**config.mk**
```make
export PLATFORM = sky130hd
export DESIGN_NAME = lane_stripe_deskew_source
export DESIGN_NICKNAME = d
export VERILOG_FILES = /design/src/shared/lane_stripe_pkg.sv /design/src/logic/bit_sync.sv /design/src/logic/lane_stripe_deskew_source.sv
export SDC_FILE = /design/constraint.sdc
export NUM_CORES = 1
export LEC_CHECK = 0
export BUFFER_PORTS_ARGS = -buffer_cell sky130_fd_sc_hd__buf_2
export CORE_MARGIN = 5
export CORE_UTILIZATION = 30
export DETAILED_ROUTE_END_ITERATION = 12
export SYNTH_ARGS = -nofsm -noshare
export SYNTH_HDL_FRONTEND = slang
export SYNTH_SLANG_ARGS = --single-unit
export TNS_END_PERCENT = 10
```
**constraint.sdc**
```tcl
create_clock -name clk -period 1.89 [get_ports clk]
set_input_delay 0.378 -clock clk [delete_from_list [all_inputs] [get_ports clk]]
set_output_delay 0.378 -clock clk [all_outputs]
set_load 0.05 [all_outputs]
```
**src/shared/lane_stripe_pkg.sv**
```systemverilog
// Package: constants for the lane striping and deskew reference source
package lane_stripe_pkg;
	localparam int LANES_DEFAULT = 10;
	localparam int LANES_MIN = 4;
	localparam int LANES_MAX = 20;
	localparam int SAMPLES_PER_ELEM = 4;
	localparam int BITS_PER_ELEM = 5;
	localparam int ELEMS_MIN = 2;
	localparam int ELEMS_MAX = 5;
	localparam int REF_RATIO = 16;
	localparam int SYNC_STAGES = 2;
	localparam logic STATUS_IDLE = 1'h0;
	localparam logic STATUS_ALARM = 1'h1;
	localparam logic PAR_EVEN = 1'h0;
	localparam logic PAR_ODD = 1'h1;
	// Parity of element e in a frame of k elements
	function automatic logic elem_parity(input int k, input int e);
		logic p;
		p = PAR_EVEN;
		unique case (k)
			2: p = (e == 1) ? PAR_ODD : PAR_EVEN;
			3: p = (e == 2) ? PAR_ODD : PAR_EVEN;
			4: p = (e >= 2) ? PAR_ODD : PAR_EVEN;
			default: p = (e == 2 || e >= 4) ? PAR_ODD : PAR_EVEN;
		endcase
		return p;
	endfunction
endpackage

```
**src/logic/bit_sync.sv**
```systemverilog
// Two-flop synchroniser for one level from outside the clock domain
`timescale 1ns/1ps
`default_nettype none
module bit_sync (
	// Clock and reset
	input wire logic clk,
	input wire logic rst_n,
	// Asynchronous level and its synchronised copy
	input wire logic asyncIn,
	output logic syncOut
);
	import lane_stripe_pkg::*;

	typedef struct packed {
		logic meta;
		logic stable;
	} sync_state_t;

	sync_state_t state_ff;
	sync_state_t nxt_state;

	// First stage feeds only the second stage
	always_comb begin
		nxt_state.meta = asyncIn;
		nxt_state.stable = state_ff.meta;
		if (!rst_n) begin
			nxt_state = '0;
		end
	end

	always_ff @(posedge clk) begin
		state_ff <= nxt_state;
	end

	assign syncOut = state_ff.stable;
endmodule
`default_nettype wire

```
**src/logic/lane_stripe_deskew_source.sv**
```systemverilog
// Round-robin lane striper with deskew reference frame generator and status line
// ----------------------------------------
// Overview of operation
// - Receive reference clock is lane rate over sixteen; here serial bit-enable rate over sixteen
// - Serdes/FEC build drives the receive reference clock
// - Status line: zero idle, one alarm
// - Alarm whenever data not from optical input
// - Source always drives the status line
// - Status is asynchronous; sink must synchronise it
// - Stream striped round-robin, first bit highest lane
// - Optional five-sample inversion in odd elements
// - Deskew frame holds two to five elements
// - Parity order per frame size, even element first
// - Deskew samples lanes from highest down to zero
// - Extra slots resample from highest lane downward
// - Deskew samples taken after inversion
// - Lanes locked to reference at rate over sixteen
// - Parity bit follows every four samples
// - Frames repeat back to back without gaps
// ----------------------------------------
`timescale 1ns/1ps
`default_nettype none
module lane_stripe_deskew_source #(
	parameter int LANES = lane_stripe_pkg::LANES_DEFAULT,
	parameter bit INVERT_EN = 1'b0
) (
	// Clock and reset
	input wire logic clk,
	input wire logic rst_n,
	// Serial stream in, one bit per bit enable
	input wire logic serialIn,
	input wire logic bitEnable,
	// Receive-path health from the optical front end, asynchronous
	input wire logic opticalValid,
	// Striped lanes and deskew lane out
	output logic [LANES-1:0] laneBus,
	output logic deskewLane,
	output logic wordStrobe,
	// Reference clock and status line
	output logic receiveReferenceClock,
	output logic receiveStatusLine
);
	import lane_stripe_pkg::*;

	// ----------------------------------------
	// Derived sizes
	// ----------------------------------------
	localparam int ELEMS_RAW = (LANES + SAMPLES_PER_ELEM - 1) / SAMPLES_PER_ELEM;
	localparam int ELEMS = (ELEMS_RAW < ELEMS_MIN) ? ELEMS_MIN : ELEMS_RAW;
	localparam int LW = $clog2(LANES);
	localparam int EW = $clog2(ELEMS_MAX);
	localparam int DIVW = $clog2(REF_RATIO / 2);
	localparam logic [LW-1:0] LANE_TOP = LW'(LANES - 1);
	localparam logic [EW-1:0] ELEM_LAST = EW'(ELEMS - 1);
	localparam logic [2:0] POS_PAR = 3'(SAMPLES_PER_ELEM);
	localparam logic [DIVW-1:0] DIV_LAST = DIVW'(REF_RATIO / 2 - 1);

	// Refuse sizes that the frame logic cannot serve
	if (LANES < LANES_MIN || LANES > LANES_MAX) begin : g_bad_lanes
		$error("lane count out of range");
	end
	if (ELEMS > ELEMS_MAX) begin : g_bad_elems
		$error("element count out of range");
	end

	typedef enum logic [0:0] {
		ST_SAMPLE = 1'b0,
		ST_PARITY = 1'b1
	} dsk_state_t;

	typedef struct packed {
		logic [LANES-1:0] shift;
		logic [LANES-1:0] lanes;
		logic [LW-1:0] fillIdx;
		logic strobe;
		logic [LW-1:0] sampIdx;
		logic [2:0] pos;
		logic [EW-1:0] elem;
		logic [2:0] ones;
		dsk_state_t st;
		logic dsk;
		logic [DIVW-1:0] div;
		logic refClk;
		logic status;
	} src_state_t;

	src_state_t state_ff;
	src_state_t nxt_state;
	logic validSync;
	logic elemOdd;
	logic sampleBit;

	// ----------------------------------------
	// Synchroniser for the optical health level
	// ----------------------------------------
	bit_sync u_valid_sync (
		.clk(clk),
		.rst_n(rst_n),
		.asyncIn(opticalValid),
		.syncOut(validSync)
	);

	// Parity type of the element now on the deskew lane
	always_comb begin
		elemOdd = PAR_EVEN;
		for (int e = 0; e < ELEMS_MAX; e++) begin
			if (EW'(e) == state_ff.elem) begin
				elemOdd = elem_parity(ELEMS, e);
			end
		end
	end

	// Sample the lane as transmitted, after any inversion
	assign sampleBit = state_ff.lanes[state_ff.sampIdx];

	// ----------------------------------------
	// Next-state logic
	// ----------------------------------------
	always_comb begin
		nxt_state = state_ff;
		nxt_state.strobe = 1'b0;
		// Reference divider: one toggle every eight bit times gives rate/16
		if (bitEnable) begin
			if (state_ff.div == DIV_LAST) begin
				nxt_state.div = '0;
				nxt_state.refClk = ~state_ff.refClk;
			end else begin
				nxt_state.div = state_ff.div + 1'b1;
			end
		end
		// Round-robin fill: first bit to highest lane, last to lane zero
		if (bitEnable) begin
			nxt_state.shift[state_ff.fillIdx] = serialIn;
			if (state_ff.fillIdx == '0) begin
				nxt_state.fillIdx = LANE_TOP;
				nxt_state.strobe = 1'b1;
				for (int i = 0; i < LANES; i++) begin
					nxt_state.lanes[i] = (i == 0) ? serialIn : state_ff.shift[i];
				end
				// Invert all lanes for the five samples of an odd element
				if (INVERT_EN && elemOdd == PAR_ODD) begin
					nxt_state.lanes = ~nxt_state.lanes;
				end
			end else begin
				nxt_state.fillIdx = state_ff.fillIdx - 1'b1;
			end
		end
		// Deskew lane: four samples then a parity bit per element, one bit per word
		if (state_ff.strobe) begin
			unique case (state_ff.st)
				ST_SAMPLE: begin
					nxt_state.dsk = sampleBit;
					nxt_state.ones = state_ff.ones + 3'(sampleBit);
					// Wrap to the highest lane, covering leftover slots
					nxt_state.sampIdx = (state_ff.sampIdx == '0) ? LANE_TOP : state_ff.sampIdx - 1'b1;
					nxt_state.pos = state_ff.pos + 1'b1;
					if (state_ff.pos == POS_PAR - 3'h1) begin
						nxt_state.st = ST_PARITY;
					end
				end
				ST_PARITY: begin
					// Parity bit makes five-bit ones count even or odd
					nxt_state.dsk = state_ff.ones[0] ^ elemOdd;
					nxt_state.ones = '0;
					nxt_state.pos = '0;
					nxt_state.st = ST_SAMPLE;
					// Restart frame at once after last element
					if (state_ff.elem == ELEM_LAST) begin
						nxt_state.elem = '0;
						nxt_state.sampIdx = LANE_TOP;
					end else begin
						nxt_state.elem = state_ff.elem + 1'b1;
					end
				end
			endcase
		end
		// Alarm whenever output data is not from the optical signal
		nxt_state.status = validSync ? STATUS_IDLE : STATUS_ALARM;
		if (!rst_n) begin
			nxt_state = '0;
			nxt_state.fillIdx = LANE_TOP;
			nxt_state.sampIdx = LANE_TOP;
			nxt_state.st = ST_SAMPLE;
			nxt_state.status = STATUS_ALARM;
		end
	end

	// State register
	always_ff @(posedge clk) begin
		state_ff <= nxt_state;
	end

	// ----------------------------------------
	// Outputs straight from the state register
	// ----------------------------------------
	assign laneBus = state_ff.lanes;
	assign deskewLane = state_ff.dsk;
	assign wordStrobe = state_ff.strobe;
	assign receiveReferenceClock = state_ff.refClk;
	assign receiveStatusLine = state_ff.status;

	// ----------------------------------------
	// Assertions
	// ----------------------------------------
	property p_alarm_follows;
		@(posedge clk) disable iff (!rst_n)
		$fell(validSync) |=> receiveStatusLine == STATUS_ALARM;
	endproperty
	a_alarm_follows: assert property (p_alarm_follows) else $error("alarm not raised");

	property p_idle_follows;
		@(posedge clk) disable iff (!rst_n)
		validSync |=> receiveStatusLine == STATUS_IDLE;
	endproperty
	a_idle_follows: assert property (p_idle_follows) else $error("status not idle");

	property p_lane_zero_last;
		@(posedge clk) disable iff (!rst_n)
		(bitEnable && state_ff.fillIdx == '0 && !(INVERT_EN && elemOdd)) |=> laneBus[0] == $past(serialIn);
	endproperty
	a_lane_zero_last: assert property (p_lane_zero_last) else $error("last bit not on lane zero");

	property p_parity_after_four;
		@(posedge clk) disable iff (!rst_n)
		(state_ff.strobe && state_ff.st == ST_SAMPLE && state_ff.pos == 3'h3) |=> state_ff.st == ST_PARITY;
	endproperty
	a_parity_after_four: assert property (p_parity_after_four) else $error("parity slot misplaced");

	property p_parity_value;
		@(posedge clk) disable iff (!rst_n)
		(state_ff.strobe && state_ff.st == ST_PARITY) |=> (^{$past(state_ff.ones[0]), deskewLane}) == $past(elemOdd);
	endproperty
	a_parity_value: assert property (p_parity_value) else $error("element parity wrong");

	property p_frame_wrap;
		@(posedge clk) disable iff (!rst_n)
		(state_ff.strobe && state_ff.st == ST_PARITY && state_ff.elem == ELEM_LAST) |=>
			state_ff.elem == '0 && state_ff.sampIdx == LANE_TOP;
	endproperty
	a_frame_wrap: assert property (p_frame_wrap) else $error("frame did not restart");

	property p_elem_bound;
		@(posedge clk) disable iff (!rst_n)
		state_ff.elem <= ELEM_LAST && ELEMS >= ELEMS_MIN;
	endproperty
	a_elem_bound: assert property (p_elem_bound) else $error("element index out of frame");

	property p_first_even;
		@(posedge clk) disable iff (!rst_n)
		state_ff.elem == '0 |-> elemOdd == PAR_EVEN;
	endproperty
	a_first_even: assert property (p_first_even) else $error("frame start not even");

	property p_sample_wrap;
		@(posedge clk) disable iff (!rst_n)
		(state_ff.strobe && state_ff.st == ST_SAMPLE && state_ff.sampIdx == '0) |=> state_ff.sampIdx == LANE_TOP;
	endproperty
	a_sample_wrap: assert property (p_sample_wrap) else $error("sample index did not wrap");

	property p_ref_toggle;
		@(posedge clk) disable iff (!rst_n)
		(bitEnable && state_ff.div == DIV_LAST) |=> receiveReferenceClock != $past(receiveReferenceClock);
	endproperty
	a_ref_toggle: assert property (p_ref_toggle) else $error("reference clock did not toggle");

	// Odd element words leave inverted when the option is on
	property p_invert_odd;
		@(posedge clk) disable iff (!rst_n)
		(bitEnable && state_ff.fillIdx == '0 && INVERT_EN && elemOdd == PAR_ODD) |=> laneBus[0] == !$past(serialIn);
	endproperty
	a_invert_odd: assert property (p_invert_odd) else $error("odd element word not inverted");

	// Deskew sample equals the lane bit as it left, after inversion
	property p_sample_after_invert;
		@(posedge clk) disable iff (!rst_n)
		(state_ff.strobe && state_ff.st == ST_SAMPLE) |=> deskewLane == $past(laneBus[state_ff.sampIdx]);
	endproperty
	a_sample_after_invert: assert property (p_sample_after_invert) else $error("deskew sample mismatch");

	// Word strobe lasts a single cycle
	property p_strobe_single;
		@(posedge clk) disable iff (!rst_n)
		wordStrobe |=> !wordStrobe;
	endproperty
	a_strobe_single: assert property (p_strobe_single) else $error("word strobe too long");

	// Reference clock moves only with bit times, so it stays locked to the lanes
	property p_ref_still;
		@(posedge clk) disable iff (!rst_n)
		!bitEnable |=> $stable(receiveReferenceClock);
	endproperty
	a_ref_still: assert property (p_ref_still) else $error("reference moved without a bit");

	// Deskew lane changes only once per word
	property p_deskew_hold;
		@(posedge clk) disable iff (!rst_n)
		!state_ff.strobe |=> $stable(deskewLane);
	endproperty
	a_deskew_hold: assert property (p_deskew_hold) else $error("deskew bit changed between words");
endmodule
`default_nettype wire

```
# After elaboration in Yosys (flattened, before gate mapping)
# Cells that the tools add are included.
# op_classes
n_mux	18
addsub	6
bitwise	3
n_lt_le_gt_ge	3
reduce_logical	8
eq_ne	7
# ops
op	count
one-hot mux 7 bit (2 select lines)	1
2-to-1 mux 4 bit	3
bitwise mux 10 bit	1
less-than comparator 4 x 5 -> 1 bit (second input constant)	2
one-hot mux 5 bit (2 select lines)	1
AND reduction 2 bit	5
adder 3 x 1 -> 3 bit (second input constant)	3
zero test 4 bit	2
2-to-1 mux 1 bit	8
subtractor 4 x 1 -> 4 bit (second input constant)	2
== test 2 x 3 -> 1 bit (first input constant)	2
== test 3 x 2 -> 1 bit (second input constant)	2
2-to-1 mux 3 bit	2
binary-select mux 1 bit (select 4 bit)	1
demux 1 bit (select 4 bit)	1
>= comparator 4 x 1 -> 1 bit (second input constant)	1
adder 3 x 1 -> 3 bit	1
== test 3 bit (first input constant)	1
== test 3 bit (second input constant)	1
inequality test 2 x 1 -> 1 bit (second input constant)	1
NOT 1 bit	2
logical AND 1 bit	1
bitwise XOR 1 bit	1
# totals
register_bits	47

# Depth between registers and ports, before layout
# depth
depth_word	6
mapped_depth	6
depth_no_buf	6

# Hierarchy
# From an unflattened synthesis, not the netlist that was laid out.
# hier_totals
cells_unflattened	215
area_unflattened_um2	2070.7
# modules_own_cells
module	instances	seq_area_each_um2	cells_each	area_each_um2
lane_stripe_deskew_source	1	840.8	211	2018.2
bit_sync	1	40.0	4	52.6

# Worst setup path after synthesis
# OpenSTA, ideal clock, no wires.
# synth_path
path_kind	reg2reg
startpoint	register state_ff (netlist bit wordStrobe)
endpoint	register state_ff[7] (netlist name)
path_buffers	1
stages_incl_launch_ff	4
t_required_ns	1.765
t_arrival_ns	1.368
synth_period_minus_slack_ns	1.493
setup_slack_ns	0.397
path_cell_list	dfxtp_1 buf_4 and2b_1 o41a_1
# synth_lines
element	line	text
from (decl)	lane_stripe_deskew_source.sv:87	src_state_t state_ff;
from (signal assigned)	lane_stripe_deskew_source.sv:190	state_ff <= nxt_state;

# Final worst setup path
# layout_path
startpoint	register state_ff[16] (netlist name)
endpoint	register state_ff[7] (netlist name)
# layout_between
elab_chain_len	4
# layout_rtl
element	line	text
binary-select mux 1 bit (select 4 bit)	lane_stripe_deskew_source.sv:114	assign sampleBit = state_ff.lanes[state_ff.sampIdx];
2-to-1 mux 1 bit (implied by the code)	lane_stripe_deskew_source.sv:114	
adder 3 x 1 -> 3 bit	lane_stripe_deskew_source.sv:153	nxt_state.ones = state_ff.ones + 3'(sampleBit);
one-hot mux 5 bit (2 select lines)	lane_stripe_deskew_source.sv:150	unique case (state_ff.st)
# Every way passes these cells. The select of a mux whose other input is x is not followed.
# A chain may end at the register's enable or synchronous reset.

==> flow_metrics.py <==
metrics = {
    "placement": {
        "dp.cells": 314,
        "dp_hpwl_mm": 2.85,
        "io_buffers": 18,
        "place_area_um2": 2200,
        "gp_congestion": 0.753,
    },
    "cells_and_area": {
        "fin_nets": 236,
        "diodes": 0,
        "fin_area_um2": 2310,
        "regArea_um2": 881,
        "final_cell_mix": "44 x dfxtp_1, 18 x nor2b_1, 18 x buf_2",
        "final_common_cell": "dfxtp_1",
        "drive_gt1_share_pct": 15.9,
        "nFillCells": 725,
        "fin_cells": 322,
        "syn_to_final_growth_pct": 9.68,
        "multi_input_area_um2": 1060,
    },
    "pwr": {
        "p_leak_nw": 0.928,
        "total_power_w": 0.00177,
        "power_per_cell_area_nw_per_um2": 765,
        "max-vdd-ir-drop_v": 0.000260,
    },
    "cts": {
        "clkSlewWorstSetupHoldPaths_ps": 80,
        "htree_levels": 2,
        "cts_buffers": 5,
        "cts_tree": "done",
        "cts_hold_buf": 0,
        "cts_resized": 0,
        "cts_root_buf": "clkbuf_8",
        "cts.path.max_buffers": 2,
        "cts.sinks": 44,
        "clk_latency_ps": 290,
        "cts_setup_buffers": 0,
    },
    "setup_path": {
        "cp.arrival_ps": 1830,
        "cp-end-kind": "register",
        "cp_max_fo": 6,
        "crit_type": "register to register",
        "crit_required_ps": 2070,
        "start_kind": "register",
    },
    "floorplan": {
        "die_w_um": 93.8,
        "initial_core_util_pct": 30.8,
        "die_h_um": 93.8,
        "die_area_um2": 8800,
        "rows": 30,
        "ios": 19,
        "core_area_um2": 6830,
    },
    "synthesis": {
        "netlist_area_um2": 2110,
        "yosysTopAreaCell": "dfxtp_1",
        "synthCells": 218,
        "ys_ff_latch": 44,
        "syn_avg_cell_area_um2": 9.67,
        "synth.top_cell.area_share_pct": 41.8,
        "async_reset_ff_share_pct": 0,
        "yosys_warnings": 0,
        "netlist_top_cells_area": "dfxtp_1 42%, mux2i_1 5.7%, nor2b_1 5.3%, buf_4 4.6%, a22o_1 4.6%",
        "syn-num-nets": 229,
        "ys_seq_area_share_pct": 41.8,
        "synth_edf_count": 0,
        "synth_ff_type": "dfxtp_1",
        "yosysUniqueCellTypes": 46,
    },
    "global_route": {
        "grt_max_degree": 21,
        "antenna_found_initial": 0,
        "overflow": 0,
        "grt_pass1_wl_mm": 6.45,
        "gr-usage-all-layers_pct": 9.24,
        "grt_pass1_vias": 1359,
    },
    "drt": {
        "detail_route.wl_per_cell_um": 11.9,
        "first_iter_violations": 36,
        "via_per_inst": 4.49,
        "ant_nets": 0,
        "wirelength_mm": 3.84,
        "drt_pass1_iterations": 4,
        "vias": 1446,
        "drc": 0,
    },
    "sta": {
        "hold_violations": 0,
        "fin_setup_tns_ps": 0,
        "period_minus_slack_ps": 1650,
        "maxSlewViolCount": 0,
        "finalCritPeriodShare_pct": 87.1,
        "rsz0062_at_grt": "no",
        "final-setup-viol-count": 0,
        "maxClockFrequency_ghz": 0.608,
        "slew_headroom_pct": 55.2,
        "tightest_slew_ps": 671,
        "fin_worst_skew_ps": 9.43,
    },
    "worst_hold_path": {
        "min_path_type": "primary input to register",
    },
    "run": {
        "max_cap_viol_count": 0,
    },
    "outcome": {
        "status": "finished clean",
    },
}
state kept, by name, summed over array words and instances (netlist names):
| register | count |
|---|---|
| laneBus | 10 |
| receiveReferenceClock | 1 |
| u_valid_sync.state_ff | 1 |
| u_valid_sync.syncOut | 1 |
| state_ff | 28 |
| receiveStatusLine | 1 |
| wordStrobe | 1 |
| deskewLane | 1 |
critical path, cell delays in order (launching register included):
cell and delay [ps]:
dfxtp_1 500, mux2_2 390, o22ai_2 170, nor3_1 80, o41a_1 410
through the flow:
stage / hold slack [ps] / setup WS [ps] / util [%]
2_1_floorplan: 343 / 397 / -
3_3_place_gp: 345 / 275 / 32.3
3_5_place_dp: 354 / 240 / 32.3
4_1_cts: 288 / 234 / 33.8
5_1_grt: 286 / 99.7 / 33.8
6_report: 295 / 244 / 33.8
cell type report:
type	instances	share of cell area (%)
multi-input combinational	146	45.9
sequential	44	38.1
timing repair buffer	22	5.20
tap	96	5.20
clock buffer	6	3.14
clock inverter	2	1.52
inverter	6	0.975
path summary, 6_finish.rpt:
kind / startpoint / end / slack, ps / depth (start not counted)
max: state_ff[16] / state_ff[7] / 240 / 4
max reg2reg: state_ff[16] / state_ff[7] / 240 / 4
min reg2reg: u_valid_sync.syncOut / receiveStatusLine / 370 / 1
min: opticalValid / u_valid_sync.state_ff[1] / 290 / 2
per-layer routing:
layer	wire (µm)	track usage, %
met1	1870	11.5
met2	1800	15.0
met3	122	3.37
met4	46	2.65
met5	0	0
cells in the mapped netlist, types with 4 or more instances:
master     n
o21ai_0    9
a21oi_1    4
dfxtp_1   44
mux2i_1   12
xnor2_1    4
and2_1     9
buf_4     13
ha_1       6
nor2b_1   18
nand2b_1   5
a21boi_0   5
inv_1      6
nand2_1   14
nand3_1    5
buf_2      4
a22o_1    11
nor2_1     7
power breakdown:
part | switching, W | internal (W) | total (W) | leakage [nW]
Clock | 0.000311 | 0.000392 | 0.000704 | 0.0552
Combinational | 0.0000493 | 0.0000470 | 0.0000963 | 0.516
Sequential | 0.0000223 | 0.000945 | 0.000967 | 0.357
logic make-up after synthesis:
group | Yosys count | share of synthesized area (%)
simple gates | 77 | 21.9
flops | 44 | 41.8
compound gates | 41 | 14.3
buf+inv | 28 | 7.90
mux | 16 | 8.02
xor+xnor | 6 | 2.49
fa+ha+maj | 6 | 3.56
No activity file was read; power rests on OpenSTA's default activity.
